--- src/inc/mass_params.svh ---
// Constants for the multiplexed ADC scan sequencer.
`ifndef MASS_PARAMS_SVH
`define MASS_PARAMS_SVH
`define MASS_CLK_HZ 40000000
`define MASS_TB_1MHZ_HZ 1000000
`define MASS_TB_DIV_1MHZ (`MASS_CLK_HZ / `MASS_TB_1MHZ_HZ)
`define MASS_TB_STEP 10
`define MASS_TB_1MHZ 3'h0
`define MASS_TB_100KHZ 3'h1
`define MASS_TB_10KHZ 3'h2
`define MASS_TB_1KHZ 3'h3
`define MASS_TB_100HZ 3'h4
`define MASS_DIRECT_MAX_US 65535
`define MASS_RANGE_UNIPOLAR 1'h0
`define MASS_RANGE_BIPOLAR 1'h1
`define MASS_GAIN_1 3'h0
`define MASS_GAIN_2 3'h1
`define MASS_GAIN_5 3'h2
`define MASS_GAIN_10 3'h3
`define MASS_GAIN_20 3'h4
`define MASS_GAIN_50 3'h5
`define MASS_GAIN_100 3'h6
`define MASS_BIPOLAR_OFFSET 12'h800
`define MASS_REG_CTRL 4'h0
`define MASS_REG_GAIN 4'h1
`define MASS_REG_SCANLEN 4'h2
`define MASS_REG_INTERVAL 4'h3
`define MASS_REG_PRESCALE 4'h4
`define MASS_REG_COUNT 4'h5
`define MASS_REG_SCANIVL 4'h6
`define MASS_REG_STATUS 4'h7
`define MASS_REG_IRQ 4'h8
`define MASS_REG_MASK 4'h9
`define MASS_REG_DATA 4'hA
`define MASS_REG_PSOWN 4'hB
`define MASS_IRQ_DONE 0
`define MASS_IRQ_SAMPLE 1
`define MASS_IRQ_DENIED 2
`define MASS_TB_DIV_BASE 14'h0001
`define MASS_TB_DIV_100KHZ 14'h000A
`define MASS_TB_DIV_10KHZ 14'h0064
`define MASS_TB_DIV_1KHZ 14'h03E8
`define MASS_TB_DIV_100HZ 14'h2710
`endif

--- src/inc/mass_pkg.sv ---
// Types for the multiplexed ADC scan sequencer.
package mass_pkg;
	typedef enum logic [1:0] {mass_idle, mass_armed, mass_run, mass_wait_scan} mass_state_e;
	typedef enum logic [1:0] {mass_ps_free, mass_ps_acq, mass_ps_gpc, mass_ps_wave} mass_ps_owner_e;
endpackage : mass_pkg

--- src/hw/mass_sequencer.sv ---
// Scan sequencer for an eight-channel multiplexed 12-bit converter.
// Operation
// - Eight channels, one mux, one 12-bit converter.
// - Seven selectable gain codes.
// - Unipolar or bipolar range, code interpretation.
// - Single mode holds channel and gain.
// - Scan mode steps channels, single gain.
// - Wrap to first channel until count done.
// - Scan interval between pass starts.
// - Acquisition starts on trigger edge.
// - Conversion from interval counter or external.
// - Sample counter stops acquisition timing.
// - Five selectable interval timebases.
// - Prescaler cascades for long intervals.
// - General counter cannot claim held prescaler.
// - Waveform with other timebase is refused while acquisition holds prescaler.
// - Prescaler granted only when free.
// - Same timebase and prescale share prescaler with waveform.
`timescale 1ns/1ps
`default_nettype none
`include "mass_params.svh"
module mass_sequencer #(
	parameter int COUNT_W = 16,
	parameter int DATA_W = 12
) (
	input wire logic clock_in,
	input wire logic reset_in,
	input wire logic [3:0] avs_address_in,
	input wire logic avs_read_in,
	input wire logic avs_write_in,
	input wire logic [31:0] avs_writedata_in,
	output logic [31:0] avs_readdata_out,
	output logic avs_waitrequest_out,
	input wire logic external_trigger_in,
	input wire logic external_convert_in_n,
	output logic [2:0] mux_channel_out,
	output logic [2:0] gain_code_out,
	output logic range_bipolar_out,
	output logic convert_start_out,
	input wire logic adc_done_in,
	input wire logic [DATA_W-1:0] adc_data_in,
	input wire logic wave_active_in,
	input wire logic wave_uses_prescale_in,
	input wire logic [2:0] wave_timebase_in,
	input wire logic [COUNT_W-1:0] wave_prescale_in,
	input wire logic wave_claim_in,
	output logic wave_denied_out,
	output logic acq_active_out,
	output logic irq_out
);
	typedef struct packed {
		mass_pkg::mass_state_e state;
		mass_pkg::mass_ps_owner_e ps_owner;
		logic gpc_configured;
		logic scan_mode;
		logic ext_conv;
		logic interval_scan;
		logic bipolar;
		logic [2:0] timebase;
		logic [2:0] gain;
		logic [2:0] first_chan;
		logic [2:0] scan_len;
		logic [2:0] chan;
		logic [2:0] chan_step;
		logic [COUNT_W-1:0] interval;
		logic [COUNT_W-1:0] prescale;
		logic use_prescale;
		logic [COUNT_W-1:0] count;
		logic [COUNT_W-1:0] scan_ivl;
		logic [COUNT_W-1:0] done_cnt;
		logic [COUNT_W-1:0] int_cnt;
		logic [COUNT_W-1:0] ps_cnt;
		logic [COUNT_W-1:0] scan_cnt;
		logic [5:0] base_cnt;
		logic [13:0] tb_cnt;
		logic trig_d;
		logic conv_d;
		logic [DATA_W-1:0] data;
		logic [2:0] irq_stat;
		logic [2:0] irq_mask;
		logic conv;
		logic denied;
		logic [31:0] rdata;
		logic wait_req;
		logic active;
		logic irq;
	} mass_state_s;
	mass_state_s cur;
	mass_state_s next_cur;
	logic tb_tick;
	logic [13:0] tb_div;
	logic int_tick;
	logic ext_pulse;
	logic conv_pulse;
	logic trig_edge;
	logic wr;
	logic rd;
	logic [2:0] ev;
	always_comb begin
		// Each timebase step is ten times the last one, counted in 1 MHz ticks.
		case (cur.timebase)
			`MASS_TB_100KHZ: tb_div = `MASS_TB_DIV_100KHZ;
			`MASS_TB_10KHZ: tb_div = `MASS_TB_DIV_10KHZ;
			`MASS_TB_1KHZ: tb_div = `MASS_TB_DIV_1KHZ;
			`MASS_TB_100HZ: tb_div = `MASS_TB_DIV_100HZ;
			default: tb_div = `MASS_TB_DIV_BASE;
		endcase
	end
	always_comb begin
		next_cur = cur;
		ev = 3'h0;
		tb_tick = 1'b0;
		int_tick = 1'b0;
		// A write lands on the edge where the master sees waitrequest low, never earlier.
		wr = avs_write_in && !cur.wait_req;
		rd = avs_read_in && cur.wait_req;
		next_cur.wait_req = !((avs_read_in || avs_write_in) && cur.wait_req);
		next_cur.trig_d = external_trigger_in;
		next_cur.conv_d = external_convert_in_n;
		trig_edge = external_trigger_in && !cur.trig_d;
		ext_pulse = cur.conv_d && !external_convert_in_n;
		next_cur.conv = 1'b0;
		next_cur.denied = 1'b0;
		if (cur.base_cnt == 6'(`MASS_TB_DIV_1MHZ - 1)) begin
			next_cur.base_cnt = 6'h00;
			if (cur.tb_cnt >= tb_div - 14'h0001) begin
				next_cur.tb_cnt = 14'h0000;
				tb_tick = 1'b1;
			end else begin
				next_cur.tb_cnt = cur.tb_cnt + 14'h0001;
			end
		end else begin
			next_cur.base_cnt = cur.base_cnt + 6'h01;
		end
		// The prescaler divides the timebase when the interval is too long alone.
		if (cur.use_prescale && tb_tick) begin
			if (cur.ps_cnt <= COUNT_W'(1)) begin
				next_cur.ps_cnt = cur.prescale;
				int_tick = 1'b1;
			end else begin
				next_cur.ps_cnt = cur.ps_cnt - COUNT_W'(1);
			end
		end else if (!cur.use_prescale) begin
			int_tick = tb_tick;
		end
		// Pulses count only in the run state, so pulses before the trigger are dropped.
		conv_pulse = 1'b0;
		if (cur.state == mass_pkg::mass_run && int_tick && !cur.ext_conv) begin
			if (cur.int_cnt <= COUNT_W'(1)) begin
				next_cur.int_cnt = cur.interval;
				conv_pulse = 1'b1;
			end else begin
				next_cur.int_cnt = cur.int_cnt - COUNT_W'(1);
			end
		end
		if (cur.state == mass_pkg::mass_run && cur.ext_conv && ext_pulse) begin
			conv_pulse = 1'b1;
		end
		// The scan timer is reloaded at each pass start, so the interval spans whole passes.
		if (cur.interval_scan && cur.scan_mode && tb_tick && cur.scan_cnt != '0) begin
			next_cur.scan_cnt = cur.scan_cnt - COUNT_W'(1);
		end
		case (cur.state)
			mass_pkg::mass_idle: begin
				// Idle waits for software to arm the sequencer.
			end
			mass_pkg::mass_armed: begin
				// External pulses here are dropped so the first sample is the first channel.
				if (trig_edge) begin
					next_cur.state = mass_pkg::mass_run;
					next_cur.chan = cur.first_chan;
					next_cur.chan_step = 3'h0;
					next_cur.int_cnt = cur.interval;
					next_cur.ps_cnt = cur.prescale;
					next_cur.scan_cnt = cur.scan_ivl;
					next_cur.done_cnt = '0;
				end
			end
			mass_pkg::mass_run: begin
				if (conv_pulse) begin
					next_cur.conv = 1'b1;
					next_cur.done_cnt = cur.done_cnt + COUNT_W'(1);
					if (cur.done_cnt + COUNT_W'(1) >= cur.count) begin
						next_cur.state = mass_pkg::mass_idle;
						ev[`MASS_IRQ_DONE] = 1'b1;
					end
				end else if (cur.conv && cur.scan_mode) begin
					// Step a cycle after the pulse, so the converter samples the channel it was told.
					if (cur.chan_step >= cur.scan_len) begin
						next_cur.chan_step = 3'h0;
						next_cur.chan = cur.first_chan;
						if (cur.interval_scan) begin
							next_cur.state = mass_pkg::mass_wait_scan;
						end
					end else begin
						next_cur.chan_step = cur.chan_step + 3'h1;
						next_cur.chan = cur.chan + 3'h1;
					end
				end
			end
			mass_pkg::mass_wait_scan: begin
				if (cur.scan_cnt == '0) begin
					next_cur.scan_cnt = cur.scan_ivl;
					next_cur.int_cnt = cur.interval;
					next_cur.state = mass_pkg::mass_run;
				end
			end
			default: next_cur.state = mass_pkg::mass_idle;
		endcase
		if (adc_done_in) begin
			// Bipolar codes are offset binary; flipping the top bit gives two's complement.
			next_cur.data = cur.bipolar ? adc_data_in ^ DATA_W'(`MASS_BIPOLAR_OFFSET) : adc_data_in;
			ev[`MASS_IRQ_SAMPLE] = 1'b1;
		end
		// The prescaler is handed back as soon as the run ends, so a general counter may take it.
		if (cur.ps_owner == mass_pkg::mass_ps_acq && next_cur.state == mass_pkg::mass_idle) begin
			next_cur.ps_owner = mass_pkg::mass_ps_free;
			next_cur.use_prescale = 1'b0;
		end
		// A claim matching the running setup shares the prescaler instead of being refused.
		if (wave_claim_in) begin
			if (cur.ps_owner == mass_pkg::mass_ps_acq && wave_timebase_in == cur.timebase
				&& wave_prescale_in == cur.prescale) begin
				next_cur.denied = 1'b0;
			end else if (cur.ps_owner == mass_pkg::mass_ps_acq || cur.ps_owner == mass_pkg::mass_ps_gpc) begin
				next_cur.denied = 1'b1;
				ev[`MASS_IRQ_DENIED] = 1'b1;
			end
		end
		if (wr) begin
			if (avs_address_in == `MASS_REG_CTRL) begin
				next_cur.scan_mode = avs_writedata_in[1];
				next_cur.ext_conv = avs_writedata_in[2];
				next_cur.interval_scan = avs_writedata_in[3];
				next_cur.bipolar = avs_writedata_in[4];
				next_cur.timebase = avs_writedata_in[7:5];
				next_cur.use_prescale = 1'b0;
				if (avs_writedata_in[0] && cur.state == mass_pkg::mass_idle) begin
					if (avs_writedata_in[8]) begin
						// Grant only a free prescaler, or share one with the same setup.
						if (cur.ps_owner == mass_pkg::mass_ps_free && !wave_active_in) begin
							next_cur.ps_owner = mass_pkg::mass_ps_acq;
							next_cur.use_prescale = 1'b1;
							next_cur.state = mass_pkg::mass_armed;
						end else if (wave_active_in && wave_uses_prescale_in
							&& wave_timebase_in == avs_writedata_in[7:5]
							&& wave_prescale_in == cur.prescale) begin
							next_cur.use_prescale = 1'b1;
							next_cur.state = mass_pkg::mass_armed;
						end else begin
							next_cur.denied = 1'b1;
							ev[`MASS_IRQ_DENIED] = 1'b1;
						end
					end else begin
						next_cur.state = mass_pkg::mass_armed;
					end
				end else if (!avs_writedata_in[0]) begin
					next_cur.state = mass_pkg::mass_idle;
				end
			end else if (avs_address_in == `MASS_REG_GAIN) begin
				next_cur.gain = (avs_writedata_in[2:0] > `MASS_GAIN_100) ? `MASS_GAIN_100
					: avs_writedata_in[2:0];
				next_cur.first_chan = avs_writedata_in[6:4];
			end else if (avs_address_in == `MASS_REG_SCANLEN) begin
				next_cur.scan_len = avs_writedata_in[2:0];
			end else if (avs_address_in == `MASS_REG_INTERVAL) begin
				next_cur.interval = avs_writedata_in[COUNT_W-1:0];
			end else if (avs_address_in == `MASS_REG_PRESCALE) begin
				next_cur.prescale = avs_writedata_in[COUNT_W-1:0];
			end else if (avs_address_in == `MASS_REG_COUNT) begin
				next_cur.count = avs_writedata_in[COUNT_W-1:0];
			end else if (avs_address_in == `MASS_REG_SCANIVL) begin
				next_cur.scan_ivl = avs_writedata_in[COUNT_W-1:0];
			end else if (avs_address_in == `MASS_REG_IRQ) begin
				next_cur.irq_stat = cur.irq_stat & ~avs_writedata_in[2:0];
			end else if (avs_address_in == `MASS_REG_MASK) begin
				next_cur.irq_mask = avs_writedata_in[2:0];
			end else if (avs_address_in == `MASS_REG_PSOWN) begin
				// Bit 0 configures the general counter, bit 1 releases it.
				if (avs_writedata_in[0]) begin
					if (cur.ps_owner == mass_pkg::mass_ps_free
						&& !(wave_active_in && wave_uses_prescale_in)) begin
						next_cur.ps_owner = mass_pkg::mass_ps_gpc;
						next_cur.gpc_configured = 1'b1;
					end else if (cur.ps_owner != mass_pkg::mass_ps_gpc) begin
						next_cur.denied = 1'b1;
						ev[`MASS_IRQ_DENIED] = 1'b1;
					end
				end else if (avs_writedata_in[1]) begin
					if (cur.ps_owner == mass_pkg::mass_ps_gpc) begin
						next_cur.ps_owner = mass_pkg::mass_ps_free;
						next_cur.gpc_configured = 1'b0;
					end else if (cur.ps_owner == mass_pkg::mass_ps_acq) begin
						next_cur.denied = 1'b1;
						ev[`MASS_IRQ_DENIED] = 1'b1;
					end
				end
			end
		end
		// A new event wins over a clear in the same cycle.
		next_cur.irq_stat = next_cur.irq_stat | ev;
		// Outputs are registered from the next state, keeping the timing of the state itself.
		next_cur.irq = |(next_cur.irq_stat & next_cur.irq_mask);
		next_cur.active = next_cur.state != mass_pkg::mass_idle;
		next_cur.rdata = 32'h00000000;
		if (rd) begin
			if (avs_address_in == `MASS_REG_CTRL) begin
				next_cur.rdata = {23'h000000, cur.use_prescale, cur.timebase,
					cur.bipolar, cur.interval_scan, cur.ext_conv, cur.scan_mode,
					cur.state != mass_pkg::mass_idle};
			end else if (avs_address_in == `MASS_REG_GAIN) begin
				next_cur.rdata = {25'h0000000, cur.first_chan, 1'b0, cur.gain};
			end else if (avs_address_in == `MASS_REG_SCANLEN) begin
				next_cur.rdata = {29'h00000000, cur.scan_len};
			end else if (avs_address_in == `MASS_REG_INTERVAL) begin
				next_cur.rdata = 32'(cur.interval);
			end else if (avs_address_in == `MASS_REG_PRESCALE) begin
				next_cur.rdata = 32'(cur.prescale);
			end else if (avs_address_in == `MASS_REG_COUNT) begin
				next_cur.rdata = 32'(cur.count);
			end else if (avs_address_in == `MASS_REG_SCANIVL) begin
				next_cur.rdata = 32'(cur.scan_ivl);
			end else if (avs_address_in == `MASS_REG_STATUS) begin
				next_cur.rdata = {8'h00, 16'(cur.done_cnt), 1'b0, cur.chan,
					2'h0, cur.state};
			end else if (avs_address_in == `MASS_REG_IRQ) begin
				next_cur.rdata = {29'h00000000, cur.irq_stat};
			end else if (avs_address_in == `MASS_REG_MASK) begin
				next_cur.rdata = {29'h00000000, cur.irq_mask};
			end else if (avs_address_in == `MASS_REG_DATA) begin
				next_cur.rdata = 32'(cur.data);
			end else if (avs_address_in == `MASS_REG_PSOWN) begin
				next_cur.rdata = {29'h00000000, cur.gpc_configured, cur.ps_owner};
			end
		end
	end
	always_ff @(posedge clock_in) begin
		if (reset_in) begin
			cur <= '0;
			cur.state <= mass_pkg::mass_idle;
			cur.ps_owner <= mass_pkg::mass_ps_free;
			cur.interval <= COUNT_W'(1);
			cur.prescale <= COUNT_W'(1);
			cur.count <= COUNT_W'(1);
			cur.trig_d <= 1'b0;
			cur.conv_d <= 1'b1;
			// Outputs rest in reset; waitrequest stays high so no request is taken.
			cur.wait_req <= 1'b1;
			cur.active <= 1'b0;
			cur.irq <= 1'b0;
			cur.conv <= 1'b0;
			cur.denied <= 1'b0;
		end else begin
			cur <= next_cur;
		end
	end
	always_comb begin
		avs_readdata_out = cur.rdata;
		avs_waitrequest_out = cur.wait_req;
		mux_channel_out = cur.chan;
		gain_code_out = cur.gain;
		range_bipolar_out = cur.bipolar;
		convert_start_out = cur.conv;
		wave_denied_out = cur.denied;
		acq_active_out = cur.active;
		irq_out = cur.irq;
	end
endmodule : mass_sequencer
`default_nettype wire

--- config.mk ---
export PLATFORM = sky130hd
export DESIGN_NAME = mass_sequencer
export DESIGN_NICKNAME = d
export VERILOG_FILES = /design/src/inc/mass_pkg.sv /design/src/hw/mass_sequencer.sv
export VERILOG_INCLUDE_DIRS = /design/src /design/src/inc
export SDC_FILE = /design/constraint.sdc
export NUM_CORES = 1
export LEC_CHECK = 0
export BUFFER_PORTS_ARGS = -buffer_cell sky130_fd_sc_hd__buf_2
export CORE_MARGIN = 10
export CORE_UTILIZATION = 55
export DETAILED_ROUTE_END_ITERATION = 6
export GPL_ROUTABILITY_DRIVEN = 0
export HOLD_SLACK_MARGIN = 0.06
export MAX_ROUTING_LAYER = met4
export PLACE_DENSITY = 0.72
export RECOVER_POWER = 100
export SLEW_MARGIN = 30
export SYNTH_ARGS = -nofsm -noshare
export SYNTH_HDL_FRONTEND = slang
export SYNTH_SLANG_ARGS = --single-unit
--- constraint.sdc ---
create_clock -name clock_in -period 6.94 [get_ports clock_in]
set_input_delay 1.388 -clock clock_in [delete_from_list [all_inputs] [get_ports clock_in]]
set_output_delay 1.388 -clock clock_in [all_outputs]
set_load 0.05 [all_outputs]
Yosys cells after proc, flatten, opt, wreduce, memory -nomap -nowiden:

Index checks and enable logic that the tools add are counted.

* reduce and logical (&&, ||, !) cells: 60
* $lt $le $gt $ge: 6
* equal/unequal tests: 30
* $add $sub $neg: 9
* bitwise operators: 16
* muxes and demuxes: 136

Operators by type and width (number)
* 2-to-1 mux 16 bit: 16
* 2-to-1 mux 32 bit: 5
* case mux 16 bit (2 select lines): 3
* 2-to-1 mux 6 bit: 13
* 2-to-1 mux 64 bit: 1
* 2-to-1 mux 3 bit: 20
* case mux 14 bit (4 select lines): 1
* 2-to-1 mux 12 bit: 4
* subtractor 16 x 1 -> 16 bit, second input constant: 3
* 2-to-1 mux 1 bit: 44
* 2-to-1 mux 2 bit: 18
* 2-to-1 mux 9 bit: 4
* 2-to-1 mux 33 bit: 1
* less-or-equal comparator 16 x 1 -> 1 bit, second input constant: 2
* 2-to-1 mux 24 bit: 1
* logical AND 1 bit: 23
* 2-to-1 mux 21 bit: 1
* adder 16 x 1 -> 16 bit, second input constant: 1
* == test 16 bit: 1
* == test 4 x 3 -> 1 bit, second input constant: 4
* == test 4 bit, second input constant: 4
* greater-or-equal comparator 16 bit: 1
* zero test 16 bit: 1
* nonzero test 16 bit: 1
* 44 further kinds: 84

* word-level logic and storage cells: 295
* register bits after elaboration: 233

Logic depth before layout (Yosys ltp):

* word-level depth: 32
* gate-level depth with buffers: 16
* mapped depth without buffers: 14

Worst setup path before layout:

Ideal clock, no wire load.

* kind: in2reg
* start point: input port avs_address_in[0]
* end point: register cur[174] in the netlist's numbering
* arrival time: 3.073 ns
* stages: 7
* buffers on the path: 3
* data required time: 6.806 ns
* path slack: 3.733 ns
* cell sequence: clkbuf_1 > clkbuf_1 > nor3_1 > nand2_1 > clkbuf_1 > nand2_1 > nand3_1

* word-level cells in the longest chain between the ends: 3

RTL lines
* start: declaration: RTL line mass_sequencer.sv:28 `input wire logic [3:0] avs_address_in,`
* == test 4 x 2 -> 1 bit (no line) (tied with other cells)
* NOT 1 bit (no line)
* AND reduction 6 bit (no line) (*)
* end signal: assignment: RTL line mass_sequencer.sv:354 `cur <= next_cur;`
* end: declaration: RTL line mass_sequencer.sv:88 `mass_state_s cur;`

Mark *: on every way between the ends. The rest lies on a longest branch, timed or not.
A chain may end at the register's enable or synchronous reset.

Worst setup path after layout:

* start point: input port avs_address_in[0]
* end point: register cur (netlist bit avs_readdata_out[5])

* word-level cells in the longest chain between the ends: 12

RTL lines
* == test 4 bit (no line)
* 2-to-1 mux 12 bit: RTL line mass_sequencer.sv:330 `` end else if (avs_address_in == `MASS_REG_DATA) begin ``
* 2-to-1 mux 12 bit: RTL line mass_sequencer.sv:328 `` end else if (avs_address_in == `MASS_REG_MASK) begin ``
* 2-to-1 mux 12 bit: RTL line mass_sequencer.sv:326 `` end else if (avs_address_in == `MASS_REG_IRQ) begin ``
* 2-to-1 mux 24 bit: RTL line mass_sequencer.sv:323 `` end else if (avs_address_in == `MASS_REG_STATUS) begin ``
* 2-to-1 mux 16 bit: RTL line mass_sequencer.sv:321 `` end else if (avs_address_in == `MASS_REG_SCANIVL) begin ``
* 2-to-1 mux 16 bit: RTL line mass_sequencer.sv:319 `` end else if (avs_address_in == `MASS_REG_COUNT) begin ``
* 2-to-1 mux 16 bit: RTL line mass_sequencer.sv:317 `` end else if (avs_address_in == `MASS_REG_PRESCALE) begin ``
* 2-to-1 mux 16 bit: RTL line mass_sequencer.sv:315 `` end else if (avs_address_in == `MASS_REG_INTERVAL) begin ``
* 2-to-1 mux 9 bit: RTL line mass_sequencer.sv:313 `` end else if (avs_address_in == `MASS_REG_SCANLEN) begin ``
* 2-to-1 mux 9 bit: RTL line mass_sequencer.sv:311 `` end else if (avs_address_in == `MASS_REG_GAIN) begin ``
* 2-to-1 mux 9 bit (*): RTL line mass_sequencer.sv:307 `` if (avs_address_in == `MASS_REG_CTRL) begin ``

Marked as above.

==> metrics.md <==
| Metric | Value |
|---|---|
| Status | `finished with violations` |
| Violated checks | `max-capacitance violations, max-slew violations` |
| Starting DRT DRC Count | `1,202` |
| Setup WS post-layout | `2.31 ns` |
| Count of synthesis-stage warnings from yosys | `0` |
| Synthesized instance count | `between 1,500 and 2,000` |
| Chip width | `168 um` |
| Final setup vio count | `0` |
| Clock period minus worst slack | `between 4 and 5 ns` |
| Total vias in the final route | `around 11,000` |
| H-tree depth reported by CTS | `1` |
| Post-synthesis register bit count | `roughly 230` |
| Cell Area, Synth | `about 0.012 mm2` |
| Highest Clock Rate | `roughly 0.22 GHz` |
| Hold-fix buffers, CTS | `0` |
| Maximum clock insertion buffer count | `3` |
| Most used flip-flop cell after synthesis | `sky130_fd_sc_hd__dfxtp_1` |
| Sequential cell area fraction in the yosys report | `a little under two fifths` |
| Global-route wire length before repair | `approximately 56,000 um` |
| Starting Density | `a little under three fifths` |
| Critical path data required time | `around 7.3 ns` |
| Number of nets still failing antenna checks after routing | `0` |
| Relative max-transition margin | `-120%` |
| Worst setup path startpoint | `avs_address_in[0]` |
| Largest cells by area after synthesis | `sky130_fd_sc_hd__dfxtp_1 (38%), sky130_fd_sc_hd__a21oi_1 (8.1%), sky130_fd_sc_hd__nand2_1 (7.5%), sky130_fd_sc_hd__nor2_1 (4.7%), sky130_fd_sc_hd__ha_1 (4.7%)` |
| Later-pin clock latency in the skew report | `0.51 ns` |
| Area growth, synth to finish | `8.17%` |
| Post-Synthesis Mean Instance Area | `about 7.7 um2` |
| Height of the die | `~170 um` |
| Mean number of vias per cell | `~6` |
| Number of cell rows | `53` |
| Total Neg Setup Slack | `0 ns` |
| GRT Residual Overflow | `0` |
| Max-cap violations | `2` |
| Post-CTS setup repair buffer count | `0` |
| Reg-to-Reg Start | `cur[103]` |
| Setup skew after layout | `0.00776 ns` |
| Worst voltage drop across the vdd grid | `roughly 0.21 mV` |
| Fraction of final layout cells with drive strength greater than 1 | `under 10%` |
| Post-cts repair resize count | `0` |
| Worst hold-check path type | `reg -> reg` |
| Sum of routed wire length over all layers | `approximately 35,000 um` |
| Synth top area share | `a little under two fifths` |
| Arr. time, crit path | `between 5 and 6 ns` |
| Global router's overall resource usage | `between 20% and 30%` |
| Min-Delay Startpoint | `cur[159]` |
| Path type of the worst setup path | `in -> reg` |
| Standby leakage power | `around 4.8 nW` |
| Power per cell area | `212 mW/mm2` |
| Clock sinks | `225` |
| Post-synth EDFFs | `0` |
| Floorplan Core Area | `0.0212 mm2` |
| Count of pins on the block boundary | `121` |
| Async set-or-reset flop fraction in the synthesized netlist | `0%` |
| Unrepaired setup endpoints after global routing | `false` |
| Hold Fails Final Rpt | `0` |
| Synth area leader | `sky130_fd_sc_hd__dfxtp_1` |
| Post-Place Setup Slack | `slightly above 3 ns` |
| Largest net degree at the start of global routing | `81` |
| Actual slew at the worst max-slew pin | `around 3.3 ns` |
| Average wire per standard cell | `19.0 um` |
| Clock slew at reported path FFs | `about 0.060 ns` |
| Synth cell types | `67` |
| DRC errors left | `0` |
| Die Footprint | `0.0281 mm2` |
| Most frequent cells after synthesis | `sky130_fd_sc_hd__nand2_1 (241), sky130_fd_sc_hd__dfxtp_1 (225), sky130_fd_sc_hd__a21oi_1 (194), sky130_fd_sc_hd__nor2_1 (151), sky130_fd_sc_hd__clkbuf_1 (85)` |
| Antenna violations before repair | `0` |
| Crit. End Element | `register` |
| Port Buffers | `96` |
| Cell chosen for the clock root | `sky130_fd_sc_hd__clkbuf_16` |
| Crit share post-route | `around 67%` |
| Half-perimeter wire length of the detailed placement result | `25,300 um` |
| Number of nets in the final layout | `approximately 1,700` |
| Slew Viols, Final | `slightly above 90` |
| TritonCTS clock tree | `done` |
| Ant diodes | `0` |
| Detailed-router iteration count before antenna repair | `5` |
| Top fanout value on the critical path | `24` |
| TritonCTS buffer count | `24` |
| Most numerous cell in the Yosys netlist | `sky130_fd_sc_hd__nand2_1` |
| Via count of the first global-routing pass | `approximately 10,000` |
| Kind of start point of the critical path | `input pin` |
[power breakdown]
group | leakage, nW | internal, W | switching [W]
Clock | 0.383 | 0.000738 | 0.000522
Combinational | 2.65 | 0.0000519 | 0.000125
Sequential | 1.82 | 0.00130 | 0.00000955
Total | 4.85 | 0.00209 | 0.000656
[layer usage]
metal / vias to the layer above / global-route usage, % / part of all wire (%)
met5: - / - / 0
li1: 5420 / - / -
met3: 78 / 3.18 / 8.6
met2: 493 / 38.3 / 45
met1: 5256 / 32.2 / 43
met4: 0 / 7.76 / 3.4
[critical path: stages]
cell and delay, ns:
sky130_fd_sc_hd__clkbuf_1 0.84, sky130_fd_sc_hd__clkbuf_1 0.97, sky130_fd_sc_hd__nor2b_1 0.09, sky130_fd_sc_hd__clkbuf_1 0.41
sky130_fd_sc_hd__and2_0 0.32, sky130_fd_sc_hd__nand2_1 0.09, sky130_fd_sc_hd__o21ai_0 0.10, sky130_fd_sc_hd__a221oi_1 0.39
sky130_fd_sc_hd__a21oi_1 0.07, sky130_fd_sc_hd__a21oi_1 0.22, sky130_fd_sc_hd__nor3_1 0.09
[sequential cells by signal, summed over array words and instances, names as in the netlist]
signal	cells
gain_code_out	3
avs_waitrequest_out	1
range_bipolar_out	1
convert_start_out	1
mux_channel_out	3
irq_out	1
cur	189
avs_readdata_out	24
wave_denied_out	1
acq_active_out	1
[metrics by stage]
step                      util, %  std cells  hold WS, ns  total power [W]  instance area [um2]
after CTS                    61.6       1861        0.458          0.00275                13100
after global routing         61.2       1861        0.474          0.00282                13000
after floorplan                 -       1564        0.436          0.00146                12000
final                        61.2       1861        0.459          0.00275                13000
after detailed placement     58.0       1818        0.450          0.00151                12300
after global placement       58.0       1818        0.443          0.00151                12300
[layout make-up]
type                    count  area (um2)
multi-input cells        1168        6690
inverters                  39         146
fillers                  1934        8240
clock inverters             7        60.1
flip-flops and latches    225        4500
clock buffers              36         707
well taps                 275         344
repair buffers            111         529
[cell families (layout without fill, tap and decap cells)]
| family | after synthesis | count (layout) | synth area share [%] |
|---|---|---|---|
| AOI/OAI and AO/OA | 392 | 392 | 19.2 |
| xor gates and xnor gates | 72 | 72 | 5.25 |
| adders and majority gates | 45 | 45 | 4.69 |
| buffers and inverters | 171 | 193 | 6.77 |
| DFF | 225 | 225 | 37.5 |
| muxes | 31 | 31 | 2.93 |
| other | 2 | 10 | 0.0626 |
| and+or+nand+nor | 618 | 618 | 23.6 |
[worst paths after layout]
path                                            end  slack (ns)  cells past startpoint
worst max-delay path            avs_readdata_out[5]        2.31                     11
worst min-delay path                       cur[159]        0.46                      2
worst max register to register             cur[173]        2.32                      8
worst min register to register             cur[159]        0.46                      2
[layout by cell type (no fill, tap or decap), drive strengths merged, types with 16 or more instances in the layout]
| cell type | n |
|---|---|
| a211oi | 22 |
| buf | 68 |
| clkbuf | 79 |
| dfxtp | 225 |
| nor4 | 16 |
| ha | 45 |
| nand4 | 19 |
| nor2 | 151 |
| inv | 39 |
| nand3 | 46 |
| a21oi | 194 |
| o21ai | 84 |
| nand2b | 19 |
| xor2 | 29 |
| nor3 | 42 |
| and2 | 19 |
| nand2 | 241 |
| mux2i | 25 |
| xnor2 | 43 |
(Power assumes the default switching activity.)
